--- config.mk ---
export PLATFORM = sky130hd
export DESIGN_NAME = fomc_overlay_ctrl
export DESIGN_NICKNAME = d
export VERILOG_FILES = /design/src/hw/fomc_pkg.sv /design/src/hw/fomc_overlay_ctrl.sv
export VERILOG_INCLUDE_DIRS = /design/src /design/src/hw
export SDC_FILE = /design/constraint.sdc
export NUM_CORES = 2
export LEC_CHECK = 0
export BUFFER_PORTS_ARGS = -buffer_cell sky130_fd_sc_hd__buf_2
export CORE_ASPECT_RATIO = 1.5
export CORE_MARGIN = 3
export CORE_UTILIZATION = 61
export DETAILED_ROUTE_END_ITERATION = 12
export PLACE_DENSITY_LB_ADDON = 0.05
export SLEW_MARGIN = 20
export SYNTH_ARGS = -nofsm -noshare
export SYNTH_HDL_FRONTEND = slang
export SYNTH_SLANG_ARGS = --single-unit
--- constraint.sdc ---
create_clock -name clock -period 3.1 [get_ports clock]
set_input_delay 0.31 -clock clock [delete_from_list [all_inputs] [get_ports clock]]
set_output_delay 0.31 -clock clock [all_outputs]
set_load 0.005 [all_outputs]
--- src/hw/fomc_map.svh ---
// Command codes, addresses, reset values and CRC constants for overlay control.
`ifndef FOMC_MAP_SVH
`define FOMC_MAP_SVH
// ----------------------------------------------------------------
// Bus widths.
// ----------------------------------------------------------------
`define FOMC_AW 25
`define FOMC_DW 16
// ----------------------------------------------------------------
// Command data codes.
// ----------------------------------------------------------------
`define FOMC_ID_ADDR 25'h000_0555
`define FOMC_CMD_ID 16'h0098
`define FOMC_CMD_EXIT 16'h00F0
`define FOMC_CMD_STAT 16'h0070
`define FOMC_CMD_SSR 16'h0088
`define FOMC_CMD_LEGEXIT 16'h0090
`define FOMC_CMD_CFG 16'h0040
`define FOMC_CMD_PWD 16'h0060
`define FOMC_CMD_PPB 16'h00C0
`define FOMC_CMD_LOCK 16'h0050
`define FOMC_CMD_DYB 16'h00E0
`define FOMC_CMD_ECC 16'h0075
`define FOMC_CMD_CRC 16'h0078
`define FOMC_CMD_PROG 16'h00A0
`define FOMC_CMD_WBUF 16'h0025
`define FOMC_CMD_UNLOCK 16'h0028
`define FOMC_CMD_PPBERASE 16'h0030
`define FOMC_CMD_CRCBEG 16'h00C1
`define FOMC_CMD_CRCEND 16'h00C2
`define FOMC_CMD_SUSP 16'h00B0
`define FOMC_CMD_RESUME 16'h0030
`define FOMC_CMD_ECCSTAT 16'h0064
`define FOMC_CMD_TRAPLO 16'h0061
`define FOMC_CMD_TRAPHI 16'h0062
`define FOMC_CMD_ECCCNT 16'h0063
// ----------------------------------------------------------------
// Overlay addresses and reset values.
// ----------------------------------------------------------------
`define FOMC_CFG_ADDR 25'h000_0000
`define FOMC_PWD_LAST 25'h000_0003
`define FOMC_CFG_RST 16'hFFFF
`define FOMC_LOCK_RST 1'h1
`define FOMC_CRC_POLY 32'h04C1_1DB7
`define FOMC_CRC_INIT 32'hFFFF_FFFF
`endif

--- src/hw/fomc_pkg.sv ---
// Types shared by the overlay control: modes and bus carriers.
`default_nettype none
`include "fomc_map.svh"
package fomc_pkg;
  // Active address map.
  typedef enum logic [3:0] {
    FOMC_RD = 4'h0, FOMC_ID = 4'h1, FOMC_STAT = 4'h2, FOMC_SSR = 4'h3,
    FOMC_CFG = 4'h4, FOMC_PWD = 4'h5, FOMC_PPB = 4'h6, FOMC_LOCK = 4'h7,
    FOMC_DYB = 4'h8, FOMC_ECC = 4'h9, FOMC_CRC = 4'hA
  } fomc_mode_e;
  // One command or data write from the host.
  typedef struct packed {
    logic [`FOMC_AW-1:0] addr;
    logic [`FOMC_DW-1:0] data;
  } fomc_wr_s;
  // One read beat from the host.
  typedef struct packed {
    logic [`FOMC_AW-1:0] addr;
    logic first;
  } fomc_rd_s;
endpackage
`default_nettype wire

--- src/hw/fomc_overlay_ctrl.sv ---
// Overlay mode command interpreter with protection bits and CRC engine.
//
// Overview of operation
// - CRC result split in low/high halves
// - CRC over start to end inclusive
// - ID overlay entry only at word 0x555, so it covers sector 0
// - Status command captures; first read restores map
// - Status only on first burst beat
// - Secure sector outside region reads zero
// - Other sectors read array, no exit
// - Secure programming; legacy or common exit
// - Config register at word 0 only
// - Config register programmable by program command
// - Password at words 0-3, programmable
// - Password unlock clears global lock bit
// - Persistent bit in bit 0, settable
// - Erase clears all persistent bits
// - Lock bit in bit 0, program clears
// - Volatile bit in bit 0, set/clear
// - Protection overlays exit legacy or common
// - ECC status bits 4:0 per half-page
// - Trap and counter registers readable
// - Running CRC overlays array; suspend reveals
// - Suspended CRC accepts only array reads
// - CRC load, suspend, resume, read, exit
// - Reset command returns to read mode
`default_nettype none
`include "fomc_map.svh"
module fomc_overlay_ctrl #(
  parameter int SOFF = 17,
  parameter int HPB = 4,
  parameter int SSR_WORDS = 512
) (
  input wire logic clock,
  input wire logic arst_n,
  input wire logic wr_valid,
  input wire fomc_pkg::fomc_wr_s wr,
  input wire logic rd_req,
  input wire fomc_pkg::fomc_rd_s rd,
  output logic rd_valid,
  output logic [`FOMC_DW-1:0] rd_data,
  output logic [`FOMC_AW-1:0] array_addr,
  input wire logic [`FOMC_DW-1:0] array_rdata,
  input wire logic [`FOMC_DW-1:0] status_in,
  output logic [SOFF-1:0] aux_addr,
  output logic aux_sel_id,
  input wire logic [`FOMC_DW-1:0] aux_rdata,
  output logic aux_wr,
  output logic [SOFF-1:0] aux_waddr,
  output logic [`FOMC_DW-1:0] aux_wdata,
  output logic [`FOMC_AW-HPB-1:0] ecc_hp_addr,
  input wire logic [4:0] ecc_status,
  input wire logic [`FOMC_DW-1:0] ecc_trap_lo,
  input wire logic [`FOMC_DW-1:0] ecc_trap_hi,
  input wire logic [`FOMC_DW-1:0] ecc_count,
  output logic [15:0] crc_result_low,
  output logic [15:0] crc_result_high,
  output logic crc_busy,
  output var fomc_pkg::fomc_mode_e mode
);
  import fomc_pkg::*;

  localparam int AW = `FOMC_AW;
  localparam int SW = AW - SOFF;
  localparam int NSEC = 2 ** SW;

  // ----------------------------------------------------------------
  // Helper functions.
  // ----------------------------------------------------------------
  // Sector number of a word address.
  function automatic logic [SW-1:0] sec(input logic [AW-1:0] a);
    return a[AW-1:SOFF];
  endfunction

  // One 16-bit word folded into the running check-value, MSB first.
  function automatic logic [31:0] crc_step(input logic [31:0] c,
                                           input logic [15:0] w);
    logic [31:0] r;
    r = c;
    for (int i = 15; i >= 0; i--) begin
      r = (r[31] ^ w[i]) ? ((r << 1) ^ `FOMC_CRC_POLY) : (r << 1);
    end
    return r;
  endfunction

  // ----------------------------------------------------------------
  // State.
  // ----------------------------------------------------------------
  fomc_mode_e ret_mode; // Map to restore after a status read.
  logic [SW-1:0] ovl_sec; // Sector chosen on overlay entry.
  logic [15:0] status_cap; // Status captured by the status command.
  logic stat_tail; // Rest of the burst that carried status.
  logic prog_pend; // Next write is program data.
  logic wbuf_arm; // Next write is the buffer word count.
  logic [8:0] wbuf_cnt; // Buffered words still to come.
  logic [2:0] unl_cnt; // Unlock password words still to come.
  logic unl_ok; // All unlock words so far matched.
  logic [15:0] cfg_reg; // Protection configuration register.
  logic [15:0] pwd [4]; // Password words.
  logic [NSEC-1:0] persistent_sector_protect_bit; // Persistent per-sector protect bits.
  logic [NSEC-1:0] volatile_sector_protect_bit; // Volatile per-sector protect bits.
  logic lock; // Global protect lock bit.
  logic [1:0] ecc_sel; // ECC overlay read selection.
  logic crc_susp; // CRC calculation suspended.
  logic [AW-1:0] crc_beg; // Loaded beginning address.
  logic [AW-1:0] crc_fin; // Loaded ending address.
  logic [AW-1:0] crc_ptr; // Next word to fold in.
  logic [31:0] crc_val; // Running check-value.
  logic [31:0] crc_res; // Stored check-value.
  logic [31:0] next_crc; // Check-value with this word folded in.
  logic [15:0] next_rd_data; // Read data for this beat.
  logic [15:0] wd; // Write data shorthand.
  logic cmd_ok; // This write is a command, not data.

  assign wd = wr.data;
  // Data phases of multi-write sequences are never decoded as commands.
  assign cmd_ok = wr_valid && !prog_pend && !wbuf_arm && wbuf_cnt == 9'h000 &&
                  unl_cnt == 3'h0;
  assign next_crc = crc_step(crc_val, array_rdata);

  // ----------------------------------------------------------------
  // Mode sequencing.
  // ----------------------------------------------------------------
  // Keeps one active map; overlay entries only from read mode, status entry from any map.
  always_ff @(posedge clock or negedge arst_n) begin
    if (!arst_n) begin
      mode <= FOMC_RD;
      ret_mode <= FOMC_RD;
      ovl_sec <= '0;
      status_cap <= 16'h0000;
    end else if (rd_req && mode == FOMC_STAT) begin
      mode <= ret_mode;
    end else if (cmd_ok) begin
      if (wd == `FOMC_CMD_EXIT) begin
        mode <= FOMC_RD;
      end else if (wd == `FOMC_CMD_STAT) begin
        status_cap <= status_in;
        ret_mode <= (mode == FOMC_STAT) ? ret_mode : mode;
        mode <= FOMC_STAT;
      end else if (wd == `FOMC_CMD_LEGEXIT &&
                   mode inside {FOMC_SSR, FOMC_CFG, FOMC_PWD, FOMC_PPB,
                                FOMC_LOCK, FOMC_DYB}) begin
        mode <= FOMC_RD;
      end else if (mode == FOMC_RD) begin
        ovl_sec <= sec(wr.addr);
        case (wd)
          `FOMC_CMD_ID: mode <= (wr.addr == `FOMC_ID_ADDR) ? FOMC_ID : FOMC_RD;
          `FOMC_CMD_SSR: mode <= FOMC_SSR;
          `FOMC_CMD_CFG: mode <= FOMC_CFG;
          `FOMC_CMD_PWD: mode <= FOMC_PWD;
          `FOMC_CMD_PPB: mode <= FOMC_PPB;
          `FOMC_CMD_LOCK: mode <= FOMC_LOCK;
          `FOMC_CMD_DYB: mode <= FOMC_DYB;
          `FOMC_CMD_ECC: mode <= FOMC_ECC;
          `FOMC_CMD_CRC: mode <= FOMC_CRC;
          default: mode <= FOMC_RD;
        endcase
      end
    end
  end

  // ----------------------------------------------------------------
  // Protection registers and program sequences.
  // ----------------------------------------------------------------
  // Handles modified word programming, buffer writes and unlock.
  always_ff @(posedge clock or negedge arst_n) begin
    if (!arst_n) begin
      prog_pend <= 1'b0;
      wbuf_arm <= 1'b0;
      wbuf_cnt <= 9'h000;
      unl_cnt <= 3'h0;
      unl_ok <= 1'b0;
      cfg_reg <= `FOMC_CFG_RST;
      pwd <= '{default: 16'h0000};
      persistent_sector_protect_bit <= '0;
      volatile_sector_protect_bit <= '0;
      lock <= `FOMC_LOCK_RST;
      ecc_sel <= 2'h0;
    end else if (prog_pend && wr_valid) begin
      prog_pend <= 1'b0;
      case (mode)
        FOMC_CFG: cfg_reg <= wd;
        FOMC_PWD: pwd[wr.addr[1:0]] <= wd;
        FOMC_PPB: persistent_sector_protect_bit[sec(wr.addr)] <= 1'b1;
        FOMC_LOCK: lock <= 1'b0;
        FOMC_DYB: volatile_sector_protect_bit[sec(wr.addr)] <= wd[0];
        default: prog_pend <= 1'b0;
      endcase
    end else if (wbuf_arm && wr_valid) begin
      wbuf_arm <= 1'b0;
      wbuf_cnt <= {1'b0, wd[7:0]} + 9'h001;
    end else if (wbuf_cnt != 9'h000 && wr_valid) begin
      wbuf_cnt <= wbuf_cnt - 9'h001;
    end else if (unl_cnt != 3'h0 && wr_valid) begin
      unl_cnt <= unl_cnt - 3'h1;
      unl_ok <= unl_ok && (wd == pwd[wr.addr[1:0]]);
      if (unl_cnt == 3'h1 && unl_ok && wd == pwd[wr.addr[1:0]]) begin
        lock <= 1'b0;
      end
    end else if (cmd_ok) begin
      if (wd == `FOMC_CMD_PROG && mode inside {FOMC_SSR, FOMC_CFG, FOMC_PWD,
          FOMC_PPB, FOMC_LOCK, FOMC_DYB}) begin
        prog_pend <= 1'b1;
      end else if (wd == `FOMC_CMD_WBUF && mode == FOMC_SSR) begin
        wbuf_arm <= 1'b1;
      end else if (wd == `FOMC_CMD_UNLOCK && mode == FOMC_PWD) begin
        unl_cnt <= 3'h4;
        unl_ok <= 1'b1;
      end else if (wd == `FOMC_CMD_PPBERASE && mode == FOMC_PPB) begin
        persistent_sector_protect_bit <= '0;
      end else if (mode == FOMC_ECC && wd == `FOMC_CMD_ECCSTAT) begin
        ecc_sel <= 2'h0;
      end else if (mode == FOMC_ECC && wd == `FOMC_CMD_TRAPLO) begin
        ecc_sel <= 2'h1;
      end else if (mode == FOMC_ECC && wd == `FOMC_CMD_TRAPHI) begin
        ecc_sel <= 2'h2;
      end else if (mode == FOMC_ECC && wd == `FOMC_CMD_ECCCNT) begin
        ecc_sel <= 2'h3;
      end
    end
  end

  // ----------------------------------------------------------------
  // Secure region write port.
  // ----------------------------------------------------------------
  // One pulse per accepted secure word or buffer word.
  always_ff @(posedge clock or negedge arst_n) begin
    if (!arst_n) begin
      aux_wr <= 1'b0;
      aux_waddr <= '0;
      aux_wdata <= 16'h0000;
    end else begin
      aux_wr <= wr_valid && mode == FOMC_SSR && (prog_pend || wbuf_cnt != 9'h000);
      aux_waddr <= wr.addr[SOFF-1:0];
      aux_wdata <= wd;
    end
  end

  // ----------------------------------------------------------------
  // CRC engine.
  // ----------------------------------------------------------------
  // Folds one array word per cycle while running and not suspended.
  always_ff @(posedge clock or negedge arst_n) begin
    if (!arst_n) begin
      crc_busy <= 1'b0;
      crc_susp <= 1'b0;
      crc_beg <= '0;
      crc_fin <= '0;
      crc_ptr <= '0;
      crc_val <= `FOMC_CRC_INIT;
      crc_res <= 32'h0000_0000;
    end else if (cmd_ok && mode == FOMC_CRC) begin
      if (wd == `FOMC_CMD_EXIT) begin
        crc_busy <= 1'b0;
        crc_susp <= 1'b0;
      end else if (crc_susp) begin
        crc_susp <= (wd != `FOMC_CMD_RESUME);
      end else if (wd == `FOMC_CMD_CRCBEG) begin
        crc_beg <= wr.addr;
      end else if (wd == `FOMC_CMD_CRCEND) begin
        crc_fin <= wr.addr;
        crc_ptr <= crc_beg;
        crc_val <= `FOMC_CRC_INIT;
        crc_busy <= 1'b1;
      end else if (wd == `FOMC_CMD_SUSP) begin
        crc_susp <= crc_busy;
      end
    end else if (crc_busy && !crc_susp) begin
      crc_val <= next_crc;
      crc_ptr <= crc_ptr + 1'b1;
      if (crc_ptr == crc_fin) begin
        crc_busy <= 1'b0;
        crc_res <= next_crc;
      end
    end
  end

  assign crc_result_low = crc_res[15:0];
  assign crc_result_high = crc_res[31:16];

  // ----------------------------------------------------------------
  // Read path.
  // ----------------------------------------------------------------
  // The engine owns the array port while it runs unsuspended.
  assign array_addr = (crc_busy && !crc_susp) ? crc_ptr : rd.addr;
  assign aux_addr = rd.addr[SOFF-1:0];
  assign aux_sel_id = (mode == FOMC_ID);
  assign ecc_hp_addr = rd.addr[AW-1:HPB];

  // Selects the data for this beat from the active map.
  always_comb begin
    next_rd_data = array_rdata;
    case (mode)
      FOMC_STAT: next_rd_data = rd.first ? status_cap : 16'h0000;
      FOMC_ID: if (sec(rd.addr) == ovl_sec) next_rd_data = aux_rdata;
      FOMC_SSR: begin
        if (sec(rd.addr) == ovl_sec) begin
          next_rd_data = (aux_addr < SOFF'(SSR_WORDS)) ? aux_rdata : 16'h0000;
        end
      end
      FOMC_CFG: next_rd_data = (rd.addr == `FOMC_CFG_ADDR) ? cfg_reg : 16'h0000;
      FOMC_PWD: next_rd_data = (rd.addr <= `FOMC_PWD_LAST) ? pwd[rd.addr[1:0]] : 16'h0000;
      FOMC_PPB: next_rd_data = {15'h0000, persistent_sector_protect_bit[sec(rd.addr)]};
      FOMC_LOCK: next_rd_data = {15'h0000, lock};
      FOMC_DYB: next_rd_data = {15'h0000, volatile_sector_protect_bit[sec(rd.addr)]};
      FOMC_ECC: begin
        case (ecc_sel)
          2'h1: next_rd_data = ecc_trap_lo;
          2'h2: next_rd_data = ecc_trap_hi;
          2'h3: next_rd_data = ecc_count;
          default: next_rd_data = {11'h000, ecc_status};
        endcase
      end
      FOMC_CRC: begin
        if (!crc_susp) next_rd_data = rd.addr[0] ? crc_result_high : crc_result_low;
      end
      default: next_rd_data = array_rdata;
    endcase
    if (stat_tail && !rd.first) next_rd_data = 16'h0000;
  end

  // Registers read answers and tracks the burst that carried status.
  always_ff @(posedge clock or negedge arst_n) begin
    if (!arst_n) begin
      rd_valid <= 1'b0;
      rd_data <= 16'h0000;
      stat_tail <= 1'b0;
    end else begin
      rd_valid <= rd_req;
      if (rd_req) rd_data <= next_rd_data;
      if (rd_req && mode == FOMC_STAT) begin
        stat_tail <= 1'b1;
      end else if (rd_req && rd.first) begin
        stat_tail <= 1'b0;
      end
    end
  end
endmodule
`default_nettype wire

# Word level (Yosys, flattened, before mapping)
# Index checks and enable logic that the tools add are counted.
[word_totals] out_inout_bits=152 ff_bits=835 input_bits=172
[classes] n_eq_ne=62 addsub=4 mux=122 n_bitwise=51 order_cmp=8 reduce_logical=76
[op_table] operator="2-to-1 mux 256 bit" count=10
[op_table] operator="2-to-1 mux 27 bit" count=16
[op_table] operator="bitwise mux 256 bit" count=1
[op_table] operator="bitwise OR 256 bit" count=1
[op_table] operator="2-to-1 mux 16 bit" count=14
[op_table] operator="inverter 14 bit" count=16
[op_table] operator="2-to-1 mux 32 bit" count=6
[op_table] operator="2-to-1 mux 25 bit" count=7
[op_table] operator="== test 16 x 7 -> 1 bit, second input constant" count=10
[op_table] operator="== test 16 x 8 -> 1 bit, second input constant" count=10
[op_table] operator="one-hot mux 16 bit (10 select lines)" count=1
[op_table] operator="binary-select mux 16 bit (select 2 bit)" count=2
[op_table] operator="bitwise mux 64 bit" count=1
[op_table] operator="== test 16 x 6 -> 1 bit, second input constant" count=3
[op_table] operator="one-hot mux 16 bit (3 select lines)" count=1
[op_table] operator="2-to-1 mux 1 bit" count=41
[op_table] operator="one-hot mux 4 bit (9 select lines)" count=1
[op_table] operator="demux 16 bit (select 2 bit)" count=1
[op_table] operator="inequality test 2 bit, second input constant" count=16
[op_table] operator="AND reduction 5 bit" count=6
[op_table] operator="logical AND 1 bit" count=29
[op_table] operator="nonzero test 2 bit" count=14
[op_table] operator="adder 25 x 1 -> 25 bit, second input constant" count=1
[op_table] operator="== test 25 x 11 -> 1 bit, second input constant" count=1
[op_table] operator="51 further kinds" count=114

# Longest topological paths before layout
[logic_depth] depth_word=34 mapped_depth=15 depth_no_buf=10

# Least setup slack after synthesis
# No wires, ideal clock.
[synth_timing] path_kind="in2reg" from="input port wr[0] (netlist name)" to="register persistent_sector_protect_bit[200]" required_time_ns=3.035 slack_ns=-0.071 setup_ns=0.065 cell_stages=15 t_arrival_ns=3.106 path_cell_list="clkbuf_1 -> inv_1 -> clkbuf_1 -> clkbuf_1 -> ha_1 -> nor3b_1 -> nand4_1 -> nor2_1 -> a32o_1 -> buf_2 -> buf_2 -> nand3_1 -> clkbuf_1 -> nor2_1 -> o21a_1"
[synth_via] elab_chain_len=4 word_cells_on_any_way=13
[synth_lines] element="from (decl)" line_no="fomc_overlay_ctrl.sv:37" source="input wire fomc_pkg::fomc_wr_s wr,"
[synth_lines] element="== test 16 x 6 -> 1 bit (no source line) / == test 16 x 8 -> 1 bit (equally long branches)"
[synth_lines] element="logical AND 1 bit (on tied branches)"
[synth_lines] element="inequality test 2 bit (no source line) / nonzero test 2 bit (equally long branches)"
[synth_lines] element="AND reduction 9 bit (no source line) *"
[synth_lines] element="to (signal assigned)" line_no="fomc_overlay_ctrl.sv:175" source="persistent_sector_protect_bit <= '0;"
[synth_lines] element="to (signal, indexed assignment)" line_no="fomc_overlay_ctrl.sv:184" source="FOMC_PPB: persistent_sector_protect_bit[sec(wr.addr)] <= 1'b1;"
[synth_lines] element="to (signal assigned)" line_no="fomc_overlay_ctrl.sv:210" source="persistent_sector_protect_bit <= '0;"
[synth_lines] element="to (decl)" line_no="fomc_overlay_ctrl.sv:100" source="logic [NSEC-1:0] persistent_sector_protect_bit;"
# Mark *: on every way between the ends. The rest lies on a longest branch, timed or not.
# A chain may end at the register's enable or synchronous reset.

# Worst setup path after layout
[layout_timing] from="register crc_val[31]" to="register crc_res[26]"
[layout_via] elab_chain_len=22 word_cells_on_any_way=28
[layout_lines] element="from (decl)" line_no="fomc_overlay_ctrl.sv:108" source="logic [31:0] crc_val;"
[layout_lines] element="from (signal assigned)" line_no="fomc_overlay_ctrl.sv:250" source="crc_val <= `FOMC_CRC_INIT;"
[layout_lines] element="from (signal assigned)" line_no="fomc_overlay_ctrl.sv:263" source="crc_val <= `FOMC_CRC_INIT;"
[layout_lines] element="from (signal assigned)" line_no="fomc_overlay_ctrl.sv:269" source="crc_val <= next_crc;"
[layout_lines] element="bitwise XOR 1 bit *" line_no="fomc_overlay_ctrl.sv:81" source="r = (r[31] ^ w[i]) ? ((r << 1) ^ `FOMC_CRC_POLY) : (r << 1);"
[layout_lines] element="2-to-1 mux 27 bit *" line_no="fomc_overlay_ctrl.sv:81"
[layout_lines] element="inverter 14 bit (no source line)"
[layout_lines] element="2-to-1 mux 27 bit (4 in a row)" line_no="fomc_overlay_ctrl.sv:81"
[layout_lines] element="inverter 14 bit (no source line)"
[layout_lines] element="2-to-1 mux 27 bit (6 in a row)" line_no="fomc_overlay_ctrl.sv:81"
[layout_lines] element="inverter 14 bit (no source line)"
[layout_lines] element="2-to-1 mux 27 bit" line_no="fomc_overlay_ctrl.sv:81"
[layout_lines] element="inverter 14 bit (no source line)"
[layout_lines] element="2-to-1 mux 27 bit (3 in a row)" line_no="fomc_overlay_ctrl.sv:81"
[layout_lines] element="inverter 14 bit (no source line)"
[layout_lines] element="2-to-1 mux 27 bit *" line_no="fomc_overlay_ctrl.sv:81"
[layout_lines] element="to (signal assigned)" line_no="fomc_overlay_ctrl.sv:273" source="crc_res <= next_crc;"
[layout_lines] element="to (decl)" line_no="fomc_overlay_ctrl.sv:109" source="logic [31:0] crc_res;"
# Marked as above.

==> impl_metrics.csv <==
group,metric,value,unit
yosys,synth_nets,4241,
layout,reg_top3,"persistent_sector_protect_bit (256), volatile_sector_protect_bit (256), pwd (64)",
yosys,netlist_top_cells_area,"dfrtp_1 (46%), mux4_2 (8.0%), nand2_1 (6.6%), mux2_2 (6.1%), o21a_1 (4.6%)",
timing,hold_viol_final,0,
pwr,max-vdd-ir-drop,0.000538,V
global_routing,antenna_found_initial,3,
worst_setup_path,worstPathRequired,3.61,ns
floorplanning,dieArea,72800,µm²
layout,utilization,72.6,%
routing,m1WireLength,49.3,mm
routing,firstDrtPassIters,6,
place,dpl.hpwl,94.2,mm
worst_setup_path,crit_slowest_cell,"dfstp_2",
worst_setup_path,cpMostUsedCell,"xnor2_1",
floorplanning,start_util,62.1,%
layout,final_nets,4611,
global_routing,grtUsageTotal,37.8,%
routing,wl_per_cell,25.5,µm
layout,drive_gt1_share,26.5,%
layout,final_cells,5387,
worst_setup_path,r2r_start,"crc_val[31]$_DFFE_PN1P_",
routing,drtIter0Drc,2933,
yosys,synth_common_cells,"dfrtp_1 (786), nand2_1 (742), nor2_1 (361)",
min_path,hold_path.startpoint,"status_in[0]",
floorplanning,fp.coreArea,68400,µm²
routing,via_count,34033,
min_path,min_path_cells,2,
status,outcome,"completed",
yosys,synth_warnings,0,
routing,routed_via_density,6.32,
timing,setup_viol,0,
clocking,clock_path_buffers,3,
yosys,synth_edf_count,0,
floorplanning,die_h,329,µm
worst_setup_path,reg2reg_slack,0.15,ns
yosys,synth_top_area_share,46.3,%
timing,tightest_slew,0.899,ns
routing,wl,137,mm
timing,period_minus_slack,2.95,ns
clocking,cts-buffers-inserted,79,
global_routing,grt_remaining_overflow,0,
layout,n_fill_cell,5024,
worst_setup_path,crit_family,"XOR/XNOR gates",
routing,postRouteAntennaNets,0,
worst_setup_path,cp-start-kind,"flip-flop",
worst_setup_path,endpoint_kind,"flip-flop",
place,dpl.cell_count,5196,
routing,top_layer,"met5",
place,port_buffers,323,
worst_setup_path,rr_worst_depth,7,
clocking,clock-sinks,835,
timing,skew,0.0202,ns
routing,met2_wirelength,68.6,mm
pwr,total_leakage_power,0.0223,µW
layout,stdcell_area,49700,µm²
clocking,hold_buffers,45,
worst_setup_path,cpPeakStageDelay,0.58,ns
min_path,hp-class,"in -> reg",
global_routing,grt_max_degree,81,
worst_setup_path,cp_data_arrival_time,3.46,ns
layout,syn2layout_area_growth,17.0,%
yosys,syn_inst,4060,
floorplanning,rows,117,
worst_setup_path,critPathBufInv,0,
worst_setup_path,worst-setup-path-type,"reg -> reg",
clocking,clkLatencyLatePin,0.64,ns
timing,slew_viol_final,0,
routing,wl_met3,8.79,mm
place,placed_area,46400,µm²
worst_setup_path,crit_chain,"xnor2_4 > xor2_2 > xnor3_2 > xnor2_2 > xnor2_1 > xnor2_1 > mux2_2",
clocking,cts_root_buf,"clkbuf_16",
routing,drc,0,
worst_setup_path,crit_cells,7,
yosys,async_reset_ff_share,100,%
yosys,synth_cell_types,81,
min_path,hold_end,"status_cap[0]$_DFFE_PN0P_",
clocking,clk_pin_slew,0.06,ns
worst_setup_path,crit_fanout,5,
yosys,synth_area,42400,µm²
yosys,syn_avg_cell_area,10.5,µm²
timing,grt_setup_unrepaired,"false",
clocking,cts.htree.levels,3,
timing,setup_tns,0,ns
pwr,pwr_density_cell,492,nW/µm²
worst_setup_path,reg2reg_to,"crc_res[26]$_DFFE_PN0P_",
clocking,cts_tree,"built",
yosys,synthFlopType,"dfrtp_1",
place,gp_congestion,0.992,
floorplanning,die_w,221,µm
yosys,seq_area_frac_synth,49.4,%
yosys,synth_top_area_cell,"dfrtp_1",
job,drv_cap,0,
yosys,synth_seq_cells,835,
floorplanning,ios,324,
yosys,synth.most_common_cell,"dfrtp_1",
timing,slew_headroom,39.4,%
clocking,cts_setup_buffers,0,
timing,fin_crit_sh,95.2,%
clocking,post_cts_resized,0,
global_routing,grt_pass1_wl,210,mm
timing,fmax,339,MHz
global_routing,first_global_vias,34993,
## per-layer routing
layer | track usage [%] | up-vias
li1 | - | 14860
met5 | 0 | -
met1 | 44.9 | 17174
met2 | 64.4 | 1524
met3 | 5.41 | 473
met4 | 25.2 | 2
## worst reg2reg max path: cells and delay by family, from the launching register on
| family | cells | cell delay, ns |
|---|---|---|
| XOR/XNOR | 6 | 1.96 |
| flip-flops | 1 | 0.58 |
| multiplexers | 1 | 0.29 |
## how the worst max path moves through the flow
stage / endpoint / slack (ns) / startpoint
after global routing: crc_ptr[9]$_DFFE_PN0P_ / 0.03 / wr[9]
after global placement: lock$_DFFE_PN1P_ / 0.12 / wr[16]
after detailed placement: crc_ptr[9]$_DFFE_PN0P_ / 0.14 / wr[9]
final: crc_res[26]$_DFFE_PN0P_ / 0.15 / crc_val[31]$_DFFE_PN1P_
after CTS: crc_res[26]$_DFFE_PN0P_ / 0.17 / crc_val[31]$_DFFE_PN1P_
after floorplan: persistent_sector_protect_bit[200]$_DFFE_PN0P_ / 0.03 / wr[0]
## cell type report
type                            count  area [µm²]  share of cell area, %
Tap cell                          892        1120                   2.25
Timing Repair Buffer              629        4670                   9.41
Multi-Input combinational cell   2848       20000                   40.3
Clock inverter                     25         380                  0.766
Clock buffer                      119        2390                   4.82
Inverter                           37         141                  0.285
Sequential cell                   835       21000                   42.2
Antenna cell                        2        5.00                 0.0101
## per-stage QoR
stage	setup WS, ns	power, µW	hold WS [ns]
3_5_place_dp	0.139	14100	0.398
4_1_cts	0.172	24500	0.0116
3_3_place_gp	0.122	14100	0.395
6_report	0.148	24400	0.0464
2_1_floorplan	0.0350	12900	0.0144
5_1_grt	0.0284	25200	0.0306
## placed cells by master, fill, tap and decap left out, types with 11 or more instances in the layout
| master | Yosys | final |
|---|---|---|
| a211oi_1 | 13 | 13 |
| a21oi_1 | 93 | 93 |
| a22o_1 | 13 | 13 |
| a22oi_1 | 32 | 32 |
| a31oi_1 | 11 | 11 |
| and3_1 | 11 | 11 |
| buf_12 | 0 | 48 |
| buf_2 | 25 | 319 |
| buf_4 | 41 | 214 |
| clkbuf_1 | 256 | 18 |
| clkbuf_16 | 0 | 83 |
| clkbuf_8 | 0 | 18 |
| clkinv_2 | 0 | 11 |
| dfrtp_1 | 786 | 786 |
| dfstp_2 | 49 | 49 |
| dlygate4sd3_1 | 0 | 45 |
| inv_1 | 37 | 36 |
| mux2_2 | 229 | 229 |
| mux2i_1 | 79 | 79 |
| mux4_2 | 151 | 151 |
| nand2_1 | 742 | 742 |
| nand2b_1 | 14 | 13 |
| nand3_1 | 66 | 65 |
| nand4_1 | 27 | 27 |
| nor2_1 | 361 | 361 |
| nor2b_1 | 18 | 17 |
| nor3_1 | 29 | 21 |
| nor4_1 | 19 | 14 |
| o21a_1 | 258 | 258 |
| o21ai_0 | 285 | 284 |
| o221ai_1 | 11 | 11 |
| o22a_1 | 35 | 35 |
| o22ai_1 | 23 | 23 |
| xnor2_1 | 120 | 120 |
| xor2_1 | 47 | 47 |
## logic make-up (layout without fill, tap and decap cells)
kind of cell / Yosys count / after routing / synth area share, %
compound gates: 844 / 844 / 12.8
xor+xnor: 190 / 190 / 4.49
fa+ha+maj: 9 / 9 / 0.265
buf+inv: 377 / 810 / 3.77
flops: 835 / 835 / 49.4
mux: 460 / 460 / 16.0
other cells: 0 / 2 / 0
simple gates: 1345 / 1345 / 13.3
## power by group
part / switching, µW / total (µW) / internal, µW
Clock: 4310 / 10400 / 6100
Combinational: 1740 / 2890 / 1150
Sequential: 102 / 11100 / 11000
Total: 6150 / 24400 / 18300
No activity file was read; power rests on OpenSTA's default activity.
